`config.mk`:
```
export PLATFORM = sky130hd
export DESIGN_NAME = dcr_bank
export DESIGN_NICKNAME = d
export VERILOG_FILES = /design/src/dcr_pkg.sv /design/src/dcr_chan.sv /design/src/dcr_bank.sv
export SDC_FILE = /design/constraint.sdc
export NUM_CORES = 2
export LEC_CHECK = 0
export BUFFER_PORTS_ARGS = -buffer_cell sky130_fd_sc_hd__buf_2
export CAP_MARGIN = 30
export CELL_PAD_IN_SITES_DETAIL_PLACEMENT = 1
export CELL_PAD_IN_SITES_GLOBAL_PLACEMENT = 1
export CORE_UTILIZATION = 41
export DETAILED_ROUTE_END_ITERATION = 12
export GPL_TIMING_DRIVEN = 0
export PLACE_DENSITY = 0.72
export RECOVER_POWER = 25
export REMOVE_ABC_BUFFERS = 1
export SYNTH_ARGS = -nofsm -noshare
export SYNTH_HDL_FRONTEND = slang
export SYNTH_HIERARCHICAL = 1
export SYNTH_SLANG_ARGS = --single-unit
```
`constraint.sdc`:
```
create_clock -name CLK -period 2.9 [get_ports CLK]
set_clock_uncertainty 0.05 [all_clocks]
set_input_delay 0.58 -clock CLK [delete_from_list [all_inputs] [get_ports CLK]]
set_output_delay 0.58 -clock CLK [all_outputs]
set_load 0.01 [all_outputs]
```
`src/dcr_pkg.sv`:
```
// Purpose: shared constants of the four-channel synthesizer register bank
// Assumes: register addresses are 5-bit word addresses from the serial port controller
// Notes:   per-channel words sit in a 7-entry table indexed by address minus first offset
package dcr_pkg;
   localparam int          DCR_NCH       = 4;         // documented channel count
   localparam int          DCR_AW        = 5;         // register address width
   localparam int          DCR_NREG      = 7;         // per-channel words 0x03..0x09
   // register addresses
   localparam logic [4:0]  DCR_A_CSEL    = 5'h00;     // channel_selection_register
   localparam logic [4:0]  DCR_A_CFW     = 5'h03;     // channel_function_word
   localparam logic [4:0]  DCR_A_FTW     = 5'h04;     // frequency_tuning_word
   localparam logic [4:0]  DCR_A_POW     = 5'h05;     // phase_offset_word
   localparam logic [4:0]  DCR_A_ACW     = 5'h06;     // amplitude_control_word
   localparam logic [4:0]  DCR_A_SRR     = 5'h07;     // sweep_ramp_rate
   localparam logic [4:0]  DCR_A_RISE    = 5'h08;     // sweep_rising_step
   localparam logic [4:0]  DCR_A_FALL    = 5'h09;     // sweep_falling_step
   // table indices (address minus first channel address)
   localparam logic [2:0]  DCR_I_CFW     = 3'h0;
   localparam logic [2:0]  DCR_I_FTW     = 3'h1;
   localparam logic [2:0]  DCR_I_POW     = 3'h2;
   localparam logic [2:0]  DCR_I_ACW     = 3'h3;
   localparam logic [2:0]  DCR_I_SRR     = 3'h4;
   localparam logic [2:0]  DCR_I_RISE    = 3'h5;
   localparam logic [2:0]  DCR_I_FALL    = 3'h6;
   // field positions
   localparam int          DCR_B_CLRPH   = 1;         // phase accumulator clearing bit
   localparam int          DCR_B_AMPRATE = 16;        // amplitude ramp rate, bits 23:16
   localparam int          DCR_B_RRATE   = 0;         // rising ramp rate, bits 7:0
   localparam int          DCR_B_FRATE   = 8;         // falling ramp rate, bits 15:8
   localparam int          DCR_B_CHEN    = 4;         // channel enables, bits 7:4
   localparam int          DCR_B_LSBF    = 0;         // serial lsb-first bit
   localparam int          DCR_B_SMODE   = 1;         // serial mode, bits 2:1
   // writable-bit masks; open bits stay zero
   localparam logic [DCR_NREG-1:0][31:0] DCR_MASK = {
      32'hFFFFFFFF,  // falling step
      32'hFFFFFFFF,  // rising step
      32'h0000FFFF,  // ramp rates
      32'h00FFDFFF,  // amplitude control, bit 13 open
      32'h00003FFF,  // phase offset, bits 15:14 open
      32'hFFFFFFFF,  // tuning word
      32'h00C0E7FF}; // function word, 21:16 and 12:11 open
   localparam logic [DCR_NREG-1:0][31:0] DCR_RST = {
      32'h00000000, 32'h00000000, 32'h00000000, 32'h00000000,
      32'h00000000, 32'h00000000, 32'h00000302};
   localparam logic [7:0]  DCR_CSEL_MASK = 8'hF7;     // bit 3 must stay 0
   localparam logic [7:0]  DCR_CSEL_RST  = 8'hF0;
endpackage

```
`src/dcr_chan.sv`:
```
// Purpose: one channel copy of the per-channel registers, written and active sets
// Assumes: write strobe already qualified by channel enable and address range
// Notes:   read port shows the written set, outputs show the active set
`timescale 1ns/10ps
module dcr_chan (
   input  wire logic                                   clk,
   input  wire logic                                   rst_n,
   input  wire logic                                   wr_en,
   input  wire logic [2:0]                             wr_idx,
   input  wire logic [31:0]                            wr_data,
   input  wire logic                                   upd,
   input  wire logic [2:0]                             rd_idx,
   output logic      [31:0]                            rd_data,
   output logic      [dcr_pkg::DCR_NREG-1:0][31:0]     act,
   output logic                                        clr_pulse
);
   logic [dcr_pkg::DCR_NREG-1:0][31:0] pend_q, pend_d, act_q, act_d;
   logic                               clr_q, clr_d;

   // next values: writes land in the held set, an update copies it to the active set
   always_comb begin
      pend_d = pend_q;
      act_d  = act_q;
      clr_d  = 1'b0;
      if (wr_en) begin
         pend_d[wr_idx] = wr_data & dcr_pkg::DCR_MASK[wr_idx];
      end
      if (upd) begin
         act_d = pend_d;
         clr_d = pend_d[dcr_pkg::DCR_I_CFW][dcr_pkg::DCR_B_CLRPH];
         act_d[dcr_pkg::DCR_I_CFW][dcr_pkg::DCR_B_CLRPH] = 1'b0;
         // a write of 1 in the update cycle survives in the held set
         if (!(wr_en && wr_idx == dcr_pkg::DCR_I_CFW && wr_data[dcr_pkg::DCR_B_CLRPH])) begin
            pend_d[dcr_pkg::DCR_I_CFW][dcr_pkg::DCR_B_CLRPH] = 1'b0;
         end
      end
   end

   // both sets come out of reset at their defaults, clearing bit set
   always_ff @(posedge clk) begin
      if (!rst_n) begin
         pend_q <= dcr_pkg::DCR_RST;
         act_q  <= dcr_pkg::DCR_RST;
         clr_q  <= 1'b0;
      end else begin
         pend_q <= pend_d;
         act_q  <= act_d;
         clr_q  <= clr_d;
      end
   end

   assign rd_data   = (rd_idx < 3'(dcr_pkg::DCR_NREG)) ? pend_q[rd_idx] : 32'h00000000;
   assign act       = act_q;
   assign clr_pulse = clr_q;
endmodule // dcr_chan

```
`src/dcr_bank.sv`:
```
// Purpose: per-channel register bank of a four-channel synthesizer with channel select
// Assumes: serial port controller delivers whole decoded register writes and reads
// Notes:   channel enables act at once, every other bit waits for IO_UPDATE
// Operation
// four copies, writes reach enabled channels only
// clearing bit reads one after reset
// IO update returns clearing bit to zero
// 32-bit tuning word at 0x04
// 14-bit phase offset, top two bits open
// ramp rates: rising low byte, falling high
// 32-bit rising step word at 0x08
// 32-bit falling step word at 0x09
// amplitude ramp rate in bits 23:16
// new contents act only after IO update
// channel enables act immediately after write
// open bits read zero; undefined resets
`timescale 1ns/10ps
module dcr_bank #(
   parameter int NCH = dcr_pkg::DCR_NCH
) (
   input  wire logic                  CLK,
   input  wire logic                  RST_N,
   input  wire logic                  WR_STB,
   input  wire logic [4:0]            WR_ADDR,
   input  wire logic [31:0]           WR_DATA,
   input  wire logic                  RD_STB,
   input  wire logic [4:0]            RD_ADDR,
   output logic      [31:0]           RD_DATA,
   output logic                       RD_VALID,
   input  wire logic                  IO_UPDATE,
   output logic      [3:0]            CH_EN,
   output logic      [1:0]            SERIAL_MODE,
   output logic                       LSB_FIRST,
   output logic      [NCH-1:0][23:0]  CFW,
   output logic      [NCH-1:0][31:0]  FTW,
   output logic      [NCH-1:0][13:0]  POW,
   output logic      [NCH-1:0][23:0]  ACW,
   output logic      [NCH-1:0][7:0]   AMP_RATE,
   output logic      [NCH-1:0][7:0]   RISE_RATE,
   output logic      [NCH-1:0][7:0]   FALL_RATE,
   output logic      [NCH-1:0][31:0]  RISE_STEP,
   output logic      [NCH-1:0][31:0]  FALL_STEP,
   output logic      [NCH-1:0]        ACC_CLR
);
   // the selection byte has only four enable bits
   if (NCH < 1 || NCH > 4) begin : g_chk
      $error("NCH must be 1 to 4");
   end

   // true for an address inside the per-channel table
   function automatic logic is_chan(input logic [4:0] a);
      return (a >= dcr_pkg::DCR_A_CFW) && (a <= dcr_pkg::DCR_A_FALL);
   endfunction

   // table index of a per-channel address
   function automatic logic [2:0] chan_idx(input logic [4:0] a);
      logic [4:0] d;
      d = a - dcr_pkg::DCR_A_CFW;
      return d[2:0];
   endfunction

   logic [3:0]  en_q, en_d;
   logic [2:0]  cpend_q, cpend_d, cact_q, cact_d;
   logic [31:0] rdat_q, rdat_d;
   logic        rval_q, rval_d;
   logic        csel_wr, chan_wr;
   logic [NCH-1:0][31:0] ch_rd;
   logic [NCH-1:0][dcr_pkg::DCR_NREG-1:0][31:0] ch_act;

   assign csel_wr = WR_STB && (WR_ADDR == dcr_pkg::DCR_A_CSEL);
   assign chan_wr = WR_STB && is_chan(WR_ADDR);

   // selection register: enables bypass the update, mode bits wait for it
   always_comb begin
      logic [7:0] w;
      w       = WR_DATA[7:0] & dcr_pkg::DCR_CSEL_MASK;
      en_d    = en_q;
      cpend_d = cpend_q;
      cact_d  = cact_q;
      if (csel_wr) begin
         en_d    = w[dcr_pkg::DCR_B_CHEN +: 4];
         cpend_d = w[2:0];
      end
      if (IO_UPDATE) begin
         cact_d = cpend_d;
      end
   end

   always_ff @(posedge CLK) begin
      if (!RST_N) begin
         en_q    <= dcr_pkg::DCR_CSEL_RST[dcr_pkg::DCR_B_CHEN +: 4];
         cpend_q <= dcr_pkg::DCR_CSEL_RST[2:0];
         cact_q  <= dcr_pkg::DCR_CSEL_RST[2:0];
      end else begin
         en_q    <= en_d;
         cpend_q <= cpend_d;
         cact_q  <= cact_d;
      end
   end

   // one copy per channel, each written only while its enable is set
   for (genvar i = 0; i < NCH; i++) begin : g_ch
      dcr_chan u_chan (
         .clk       (CLK),
         .rst_n     (RST_N),
         .wr_en     (chan_wr && en_q[i]),
         .wr_idx    (chan_idx(WR_ADDR)),
         .wr_data   (WR_DATA),
         .upd       (IO_UPDATE),
         .rd_idx    (chan_idx(RD_ADDR)),
         .rd_data   (ch_rd[i]),
         .act       (ch_act[i]),
         .clr_pulse (ACC_CLR[i])
      );
      assign CFW[i]       = ch_act[i][dcr_pkg::DCR_I_CFW][23:0];
      assign FTW[i]       = ch_act[i][dcr_pkg::DCR_I_FTW];
      assign POW[i]       = ch_act[i][dcr_pkg::DCR_I_POW][13:0];
      assign ACW[i]       = ch_act[i][dcr_pkg::DCR_I_ACW][23:0];
      assign AMP_RATE[i]  = ch_act[i][dcr_pkg::DCR_I_ACW][dcr_pkg::DCR_B_AMPRATE +: 8];
      assign RISE_RATE[i] = ch_act[i][dcr_pkg::DCR_I_SRR][dcr_pkg::DCR_B_RRATE +: 8];
      assign FALL_RATE[i] = ch_act[i][dcr_pkg::DCR_I_SRR][dcr_pkg::DCR_B_FRATE +: 8];
      assign RISE_STEP[i] = ch_act[i][dcr_pkg::DCR_I_RISE];
      assign FALL_STEP[i] = ch_act[i][dcr_pkg::DCR_I_FALL];
   end

   // read: copies share an address, so the lowest enabled channel answers
   always_comb begin
      rdat_d = rdat_q;
      rval_d = RD_STB;
      if (RD_STB) begin
         rdat_d = 32'h00000000; // unmapped and all-disabled read as zero
         if (RD_ADDR == dcr_pkg::DCR_A_CSEL) begin
            rdat_d = {24'h000000, en_q, 1'b0, cpend_q};
         end else if (is_chan(RD_ADDR)) begin
            for (int i = NCH - 1; i >= 0; i--) begin
               if (en_q[i]) begin
                  rdat_d = ch_rd[i];
               end
            end
         end
      end
   end

   always_ff @(posedge CLK) begin
      if (!RST_N) begin
         rdat_q <= 32'h00000000;
         rval_q <= 1'b0;
      end else begin
         rdat_q <= rdat_d;
         rval_q <= rval_d;
      end
   end

   assign RD_DATA     = rdat_q;
   assign RD_VALID    = rval_q;
   assign CH_EN       = en_q;
   assign SERIAL_MODE = cact_q[dcr_pkg::DCR_B_SMODE +: 2];
   assign LSB_FIRST   = cact_q[dcr_pkg::DCR_B_LSBF];
endmodule // dcr_bank

```
# Word-level counts from Yosys, hierarchy flattened

Memories as Yosys holds them, arrays and structs flattened.
Index checks and enable logic that the tools add are counted.

Output and inout port bits: 772
Bits in read-only memories: 256
Logic and storage cells: 136
Memories kept: 1
Flip-flop bits (word level): 1639
Input port bits: 47

Memories:

| memory           | words | width | rd ports | clocked after Yosys merged registers in | wr ports | RTL line       | RTL |
|---|---|---|---|---|---|---|---|
| (name not given) | 8     | 32    | 1        | 0                                       | 0        | dcr_chan.sv:26 | `pend_d[wr_idx] = wr_data & dcr_pkg::DCR_MASK[wr_idx];` |

Reduce and logical (&&, ||, !) cells: 21
$lt $le $gt $ge: 8
Bitwise operators: 1
$add $sub $neg: 2
Multiplexer cells: 38

Operators by type and width:

| operator                                                          | count |
|---|---|
| bitwise mux 224 bit                                               | 4 |
| 2-to-1 mux 224 bit                                                | 4 |
| 2-to-1 mux 32 bit                                                 | 16 |
| binary-select mux 32 bit (select 3 bit)                           | 4 |
| demux 32 bit (select 3 bit)                                       | 1 |
| bitwise AND 32 bit                                                | 1 |
| logical AND 1 bit                                                 | 17 |
| greater-or-equal comparator 5 x 2 -> 1 bit, second input constant | 2 |
| less-or-equal comparator 5 x 4 -> 1 bit, second input constant    | 2 |
| logical NOT 5 bit                                                 | 2 |
| less-than comparator 3 x 4 -> 1 bit, second input constant        | 2 |
| 2-to-1 mux 1 bit                                                  | 8 |
| subtractor 3 x 2 -> 3 bit, second input constant                  | 2 |
| greater-or-equal comparator 3 x 1 -> 1 bit, second input constant | 1 |
| logical NOT 3 bit                                                 | 1 |
| less-than comparator 3 bit, second input constant                 | 1 |
| 2-to-1 mux 3 bit                                                  | 1 |
| AND reduction 2 bit                                               | 1 |

# Depth between registers and ports, before layout

Depth in word-level cells: 10
Mapped depth: 12
Depth with buffers taken out: 8

# Hierarchy

The synthesis kept the hierarchy.

Modules (own cells, without submodules):

| module   | instances | cells each | seq. area each (sq um) | area an instance (sq um) |
|---|---|---|---|---|
| dcr_chan | 4         | 1718       | 8988.6                 | 17354.1 |
| dcr_bank | 1         | 356        | 860.8                  | 2992.9 |

# Worst setup path before layout

No wires, ideal clock.

Path kind: input-to-reg
Start point: input WR_ADDR[0]
End point: register g_ch[0].u_chan.act_q, in the netlist g_ch[0].u_chan/act[65]
Buffers on the path: 2
Setup slack: -0.016 ns
Arrival: 2.733 ns
Stages: 7
Setup time: 0.133 ns
Required time: 2.717 ns
Cells stage by stage: ha_1 > xnor2_1 > nand4bb_1 > clkbuf_1 > buf_2 > mux2i_1 > a21oi_1

Cells in the longest elaborated chain, start to end: 7
Elaborated cells between the ends (all ways): 16
Classes of those cells: 1 x add/sub; 4 x order compare; 5 x mux; 1 x bitwise; 4 x reduce/logical; 1 x memory

RTL lines:

| what                                                                                                                    | RTL line       | RTL |
|---|---|---|
| from (decl)                                                                                                             | dcr_bank.sv:24 | `input wire logic [4:0] WR_ADDR,` |
| subtractor 3 x 2 -> 3 bit                                                                                               | dcr_bank.sv:58 | `d = a - dcr_pkg::DCR_A_CFW;` |
| less-than comparator 3 x 4 -> 1 bit (implied by the code) or greater-or-equal comparator 3 x 1 -> 1 bit (tied branches) | dcr_chan.sv:26 |  |
| logical AND 1 bit (implied by the code)                                                                                 | dcr_chan.sv:26 |  |
| 2-to-1 mux 32 bit (implied by the code)                                                                                 | dcr_chan.sv:26 |  |
| demux 32 bit (select 3 bit)                                                                                             | -              |  |
| bitwise mux 224 bit                                                                                                     | dcr_chan.sv:26 |  |
| 2-to-1 mux 224 bit *                                                                                                    | dcr_chan.sv:25 | `if (wr_en) begin` |
| to (signal assigned)                                                                                                    | dcr_chan.sv:43 | `act_q <= dcr_pkg::DCR_RST;` |
| to (signal assigned)                                                                                                    | dcr_chan.sv:47 | `act_q <= act_d;` |
| to (decl)                                                                                                               | dcr_chan.sv:17 | `logic [dcr_pkg::DCR_NREG-1:0][31:0] pend_q, pend_d, act_q, act_d;` |

Every way passes the cells marked *; elsewhere a longest branch is shown, timed or not. The select of a mux whose other input is x is not followed.
A chain may end at the register's enable or synchronous reset.

==> results.md <==
* Type of origin of the critical path: input pin
* Fraction of layout cells with a size suffix above 1 at around an eighth
* First-pass GRT wire length at ~360 mm
* Critical Path Start: RD_ADDR[0]
* Register Area at ~33000 µm²
* Final ANT Viol Nets at 0
* Core area at 156000 µm²
* Max-slew violation count at 0
* Syn-to-layout area delta at 20.1%
* CTS sink cnt at about 1.6k
* Util after Layout at between 40 and 50%
* CTS tree: done
* GRT Overall Usage at between 30% and 40%
* Hold WS at between 0.09 and 0.1 ns
* R2r setup slk at 0.18 ns
* DRC at 0
* Io pins at just over 800
* R2R cell count at 6
* Die ar. at about 160000 µm²
* Routed vias/inst at 5.70
* Setup violation total in the final timing report at 0
* Drt first-iter violations at 3764
* Die Width at between 300 and 400 µm
* Critical Path Sink Type: flip-flop
* Max-Cap Viols at 0
* Clk_lat worst skew at 0.82 ns
* Cell Count, Final, Fillers Out at just over 9k
* CP max FO at 36
* Worst Hold Class: input pin to flip-flop
* Kind of critical path: input pin to flip-flop
* Wire length per cell at between 20 and 30 µm
* F_max at ~350 MHz
* Port bufs at between 800 and 900
* Largest net degree at the start of global routing at a little under 200
* Maximum vdd ir drop at 0.594 mV
* FF-to-FF End: g_ch[0].u_chan/act[6]
* CTS root buf: clkbuf_16
* Final nets at ~7.0k
* Clock Path Buffers at 3
* Vias in the first global route at roughly 53k
* Hold depth at 2
* Slew headroom at roughly 29%
* Antenna violations before repair at 14
* CP Data Required Time at about 3.5 ns
* Hold EP: g_ch[2].u_chan/pend_q[9]
* Initial Utilization at 41.3%
* Crit share post-route at between 90% and 100%
* Iteration count of the initial detailed-routing pass at 5
* Final setup TNS at 0 ns
* FP Rows at around 150
* Cells after DPL at roughly 9k
* Crit path DAT at between 3 and 4 ns
* Pwr dens at roughly 660 nW/µm²
* Pre-CTS WS at -2.32 ns
* Mapped Cells at between 6k and 7k
* Post-Syn Area per Cell at a little over 10 µm²
* Design Power at slightly above 50 mW
* Mapped Area at around 65000 µm²
* Gp weighted congestion at between 0.8 and 0.9
* RR Startpoint: CH_EN[0]
* Area of the multi-input gates at 28700 µm²
* Hold path startpoint: RST_N
* Post-layout minimum cycle time at 2.89 ns
* Via Count at around 52k
* Routed WL at approximately 250 mm
* Status: completed
* Fin area at a little under 80000 µm²
* Slew @ Worst Pin at between 1 and 1.5 ns
* Filler cells at 17.2k
* Gr ovfl total at 0
* H-tree levels at 4
* CTS buffer count at between 150 and 200
* Final WS setup at roughly 0.008 ns
* Synth warnings at 6
* Chip height at approximately 400 µm
* Final hold vios at 0
* Clk slew on worst S/H paths at 0.06 ns
* DP Area at roughly 70000 µm²
* Dpl hpwl at roughly 160 mm
* Pleak at 32.7 nW
worst max-delay path: stages:
cell and delay [ns]:
buf_8 0.21, clkinv_16 0.15, ha_4 0.35, buf_4 0.24, buf_16 0.24, buf_16 0.29
mux2i_2 0.36, a221oi_1 0.15, a221o_1 0.42, a221oi_1 0.31, nor3_1 0.08
layout make-up:
type,count,share of cell area [%]
Timing Repair inverter,3,0.0323
Sequential cell,1639,42.4
Multi-Input combinational cell,3935,37.0
Antenna cell,5,0.0161
Timing Repair Buffer,1031,9.03
Tap cell,2058,3.32
Clock buffer,278,6.88
Clock inverter,36,0.605
Inverter,146,0.749
registers in the layout (all words and copies together), names as in the netlist:
| signal | flops |
|---|---|
| cpend_q | 3 |
| CH_EN | 4 |
| RD_DATA | 32 |
| cact_q | 3 |
| g_ch.u_chan/clr_pulse | 4 |
| RD_VALID | 1 |
| g_ch.u_chan/act | 696 |
| g_ch.u_chan/pend_q | 896 |
worst max path at each step:
stage	endpoint	cells past startpoint
2_1_floorplan	RD_DATA[30]	8
3_3_place_gp	RD_DATA[4]	8
3_5_place_dp	RD_DATA[4]	12
4_1_cts	RD_DATA[4]	12
5_1_grt	RD_DATA[30]	13
6_report	RD_DATA[21]	11
report_power, final:
| group | internal (mW) | switching, mW |
|---|---|---|
| logic | 1.89 | 3.30 |
| clock network | 13.2 | 9.58 |
| registers | 23.1 | 0.355 |
cells in the final DEF (no fill, tap or decap), drive strengths merged, types with 37 or more instances in the layout:
cell       n
dfxtp   1639
mux2i   1047
clkbuf   871
a21oi    680
nor2b    678
o21ai    663
buf      433
and3     236
a221oi   154
inv      152
o221a    128
nand2b    43
nand3     37
a21boi    37
metal layers:
| metal | track usage (%) | share of wire (%) | wire [µm] | vias to the layer above |
|---|---|---|---|---|
| met5 | 0 | 0.017 | 43 | - |
| met4 | 12.5 | 4.1 | 10300 | 6 |
| met3 | 6.97 | 6.8 | 17100 | 365 |
| met2 | 48.9 | 46 | 116000 | 1628 |
| met1 | 38.4 | 43 | 108000 | 26300 |
| li1 | - | - | - | 23700 |
what timing repair did:
action,CTS,global route
hold buffers,0,0
pin swaps,16,7
gates cloned,11,7
resized for setup,38,18
setup buffers,42,14
setup endpoints to repair,1022,195
Power figures use the tool's default switching activity.
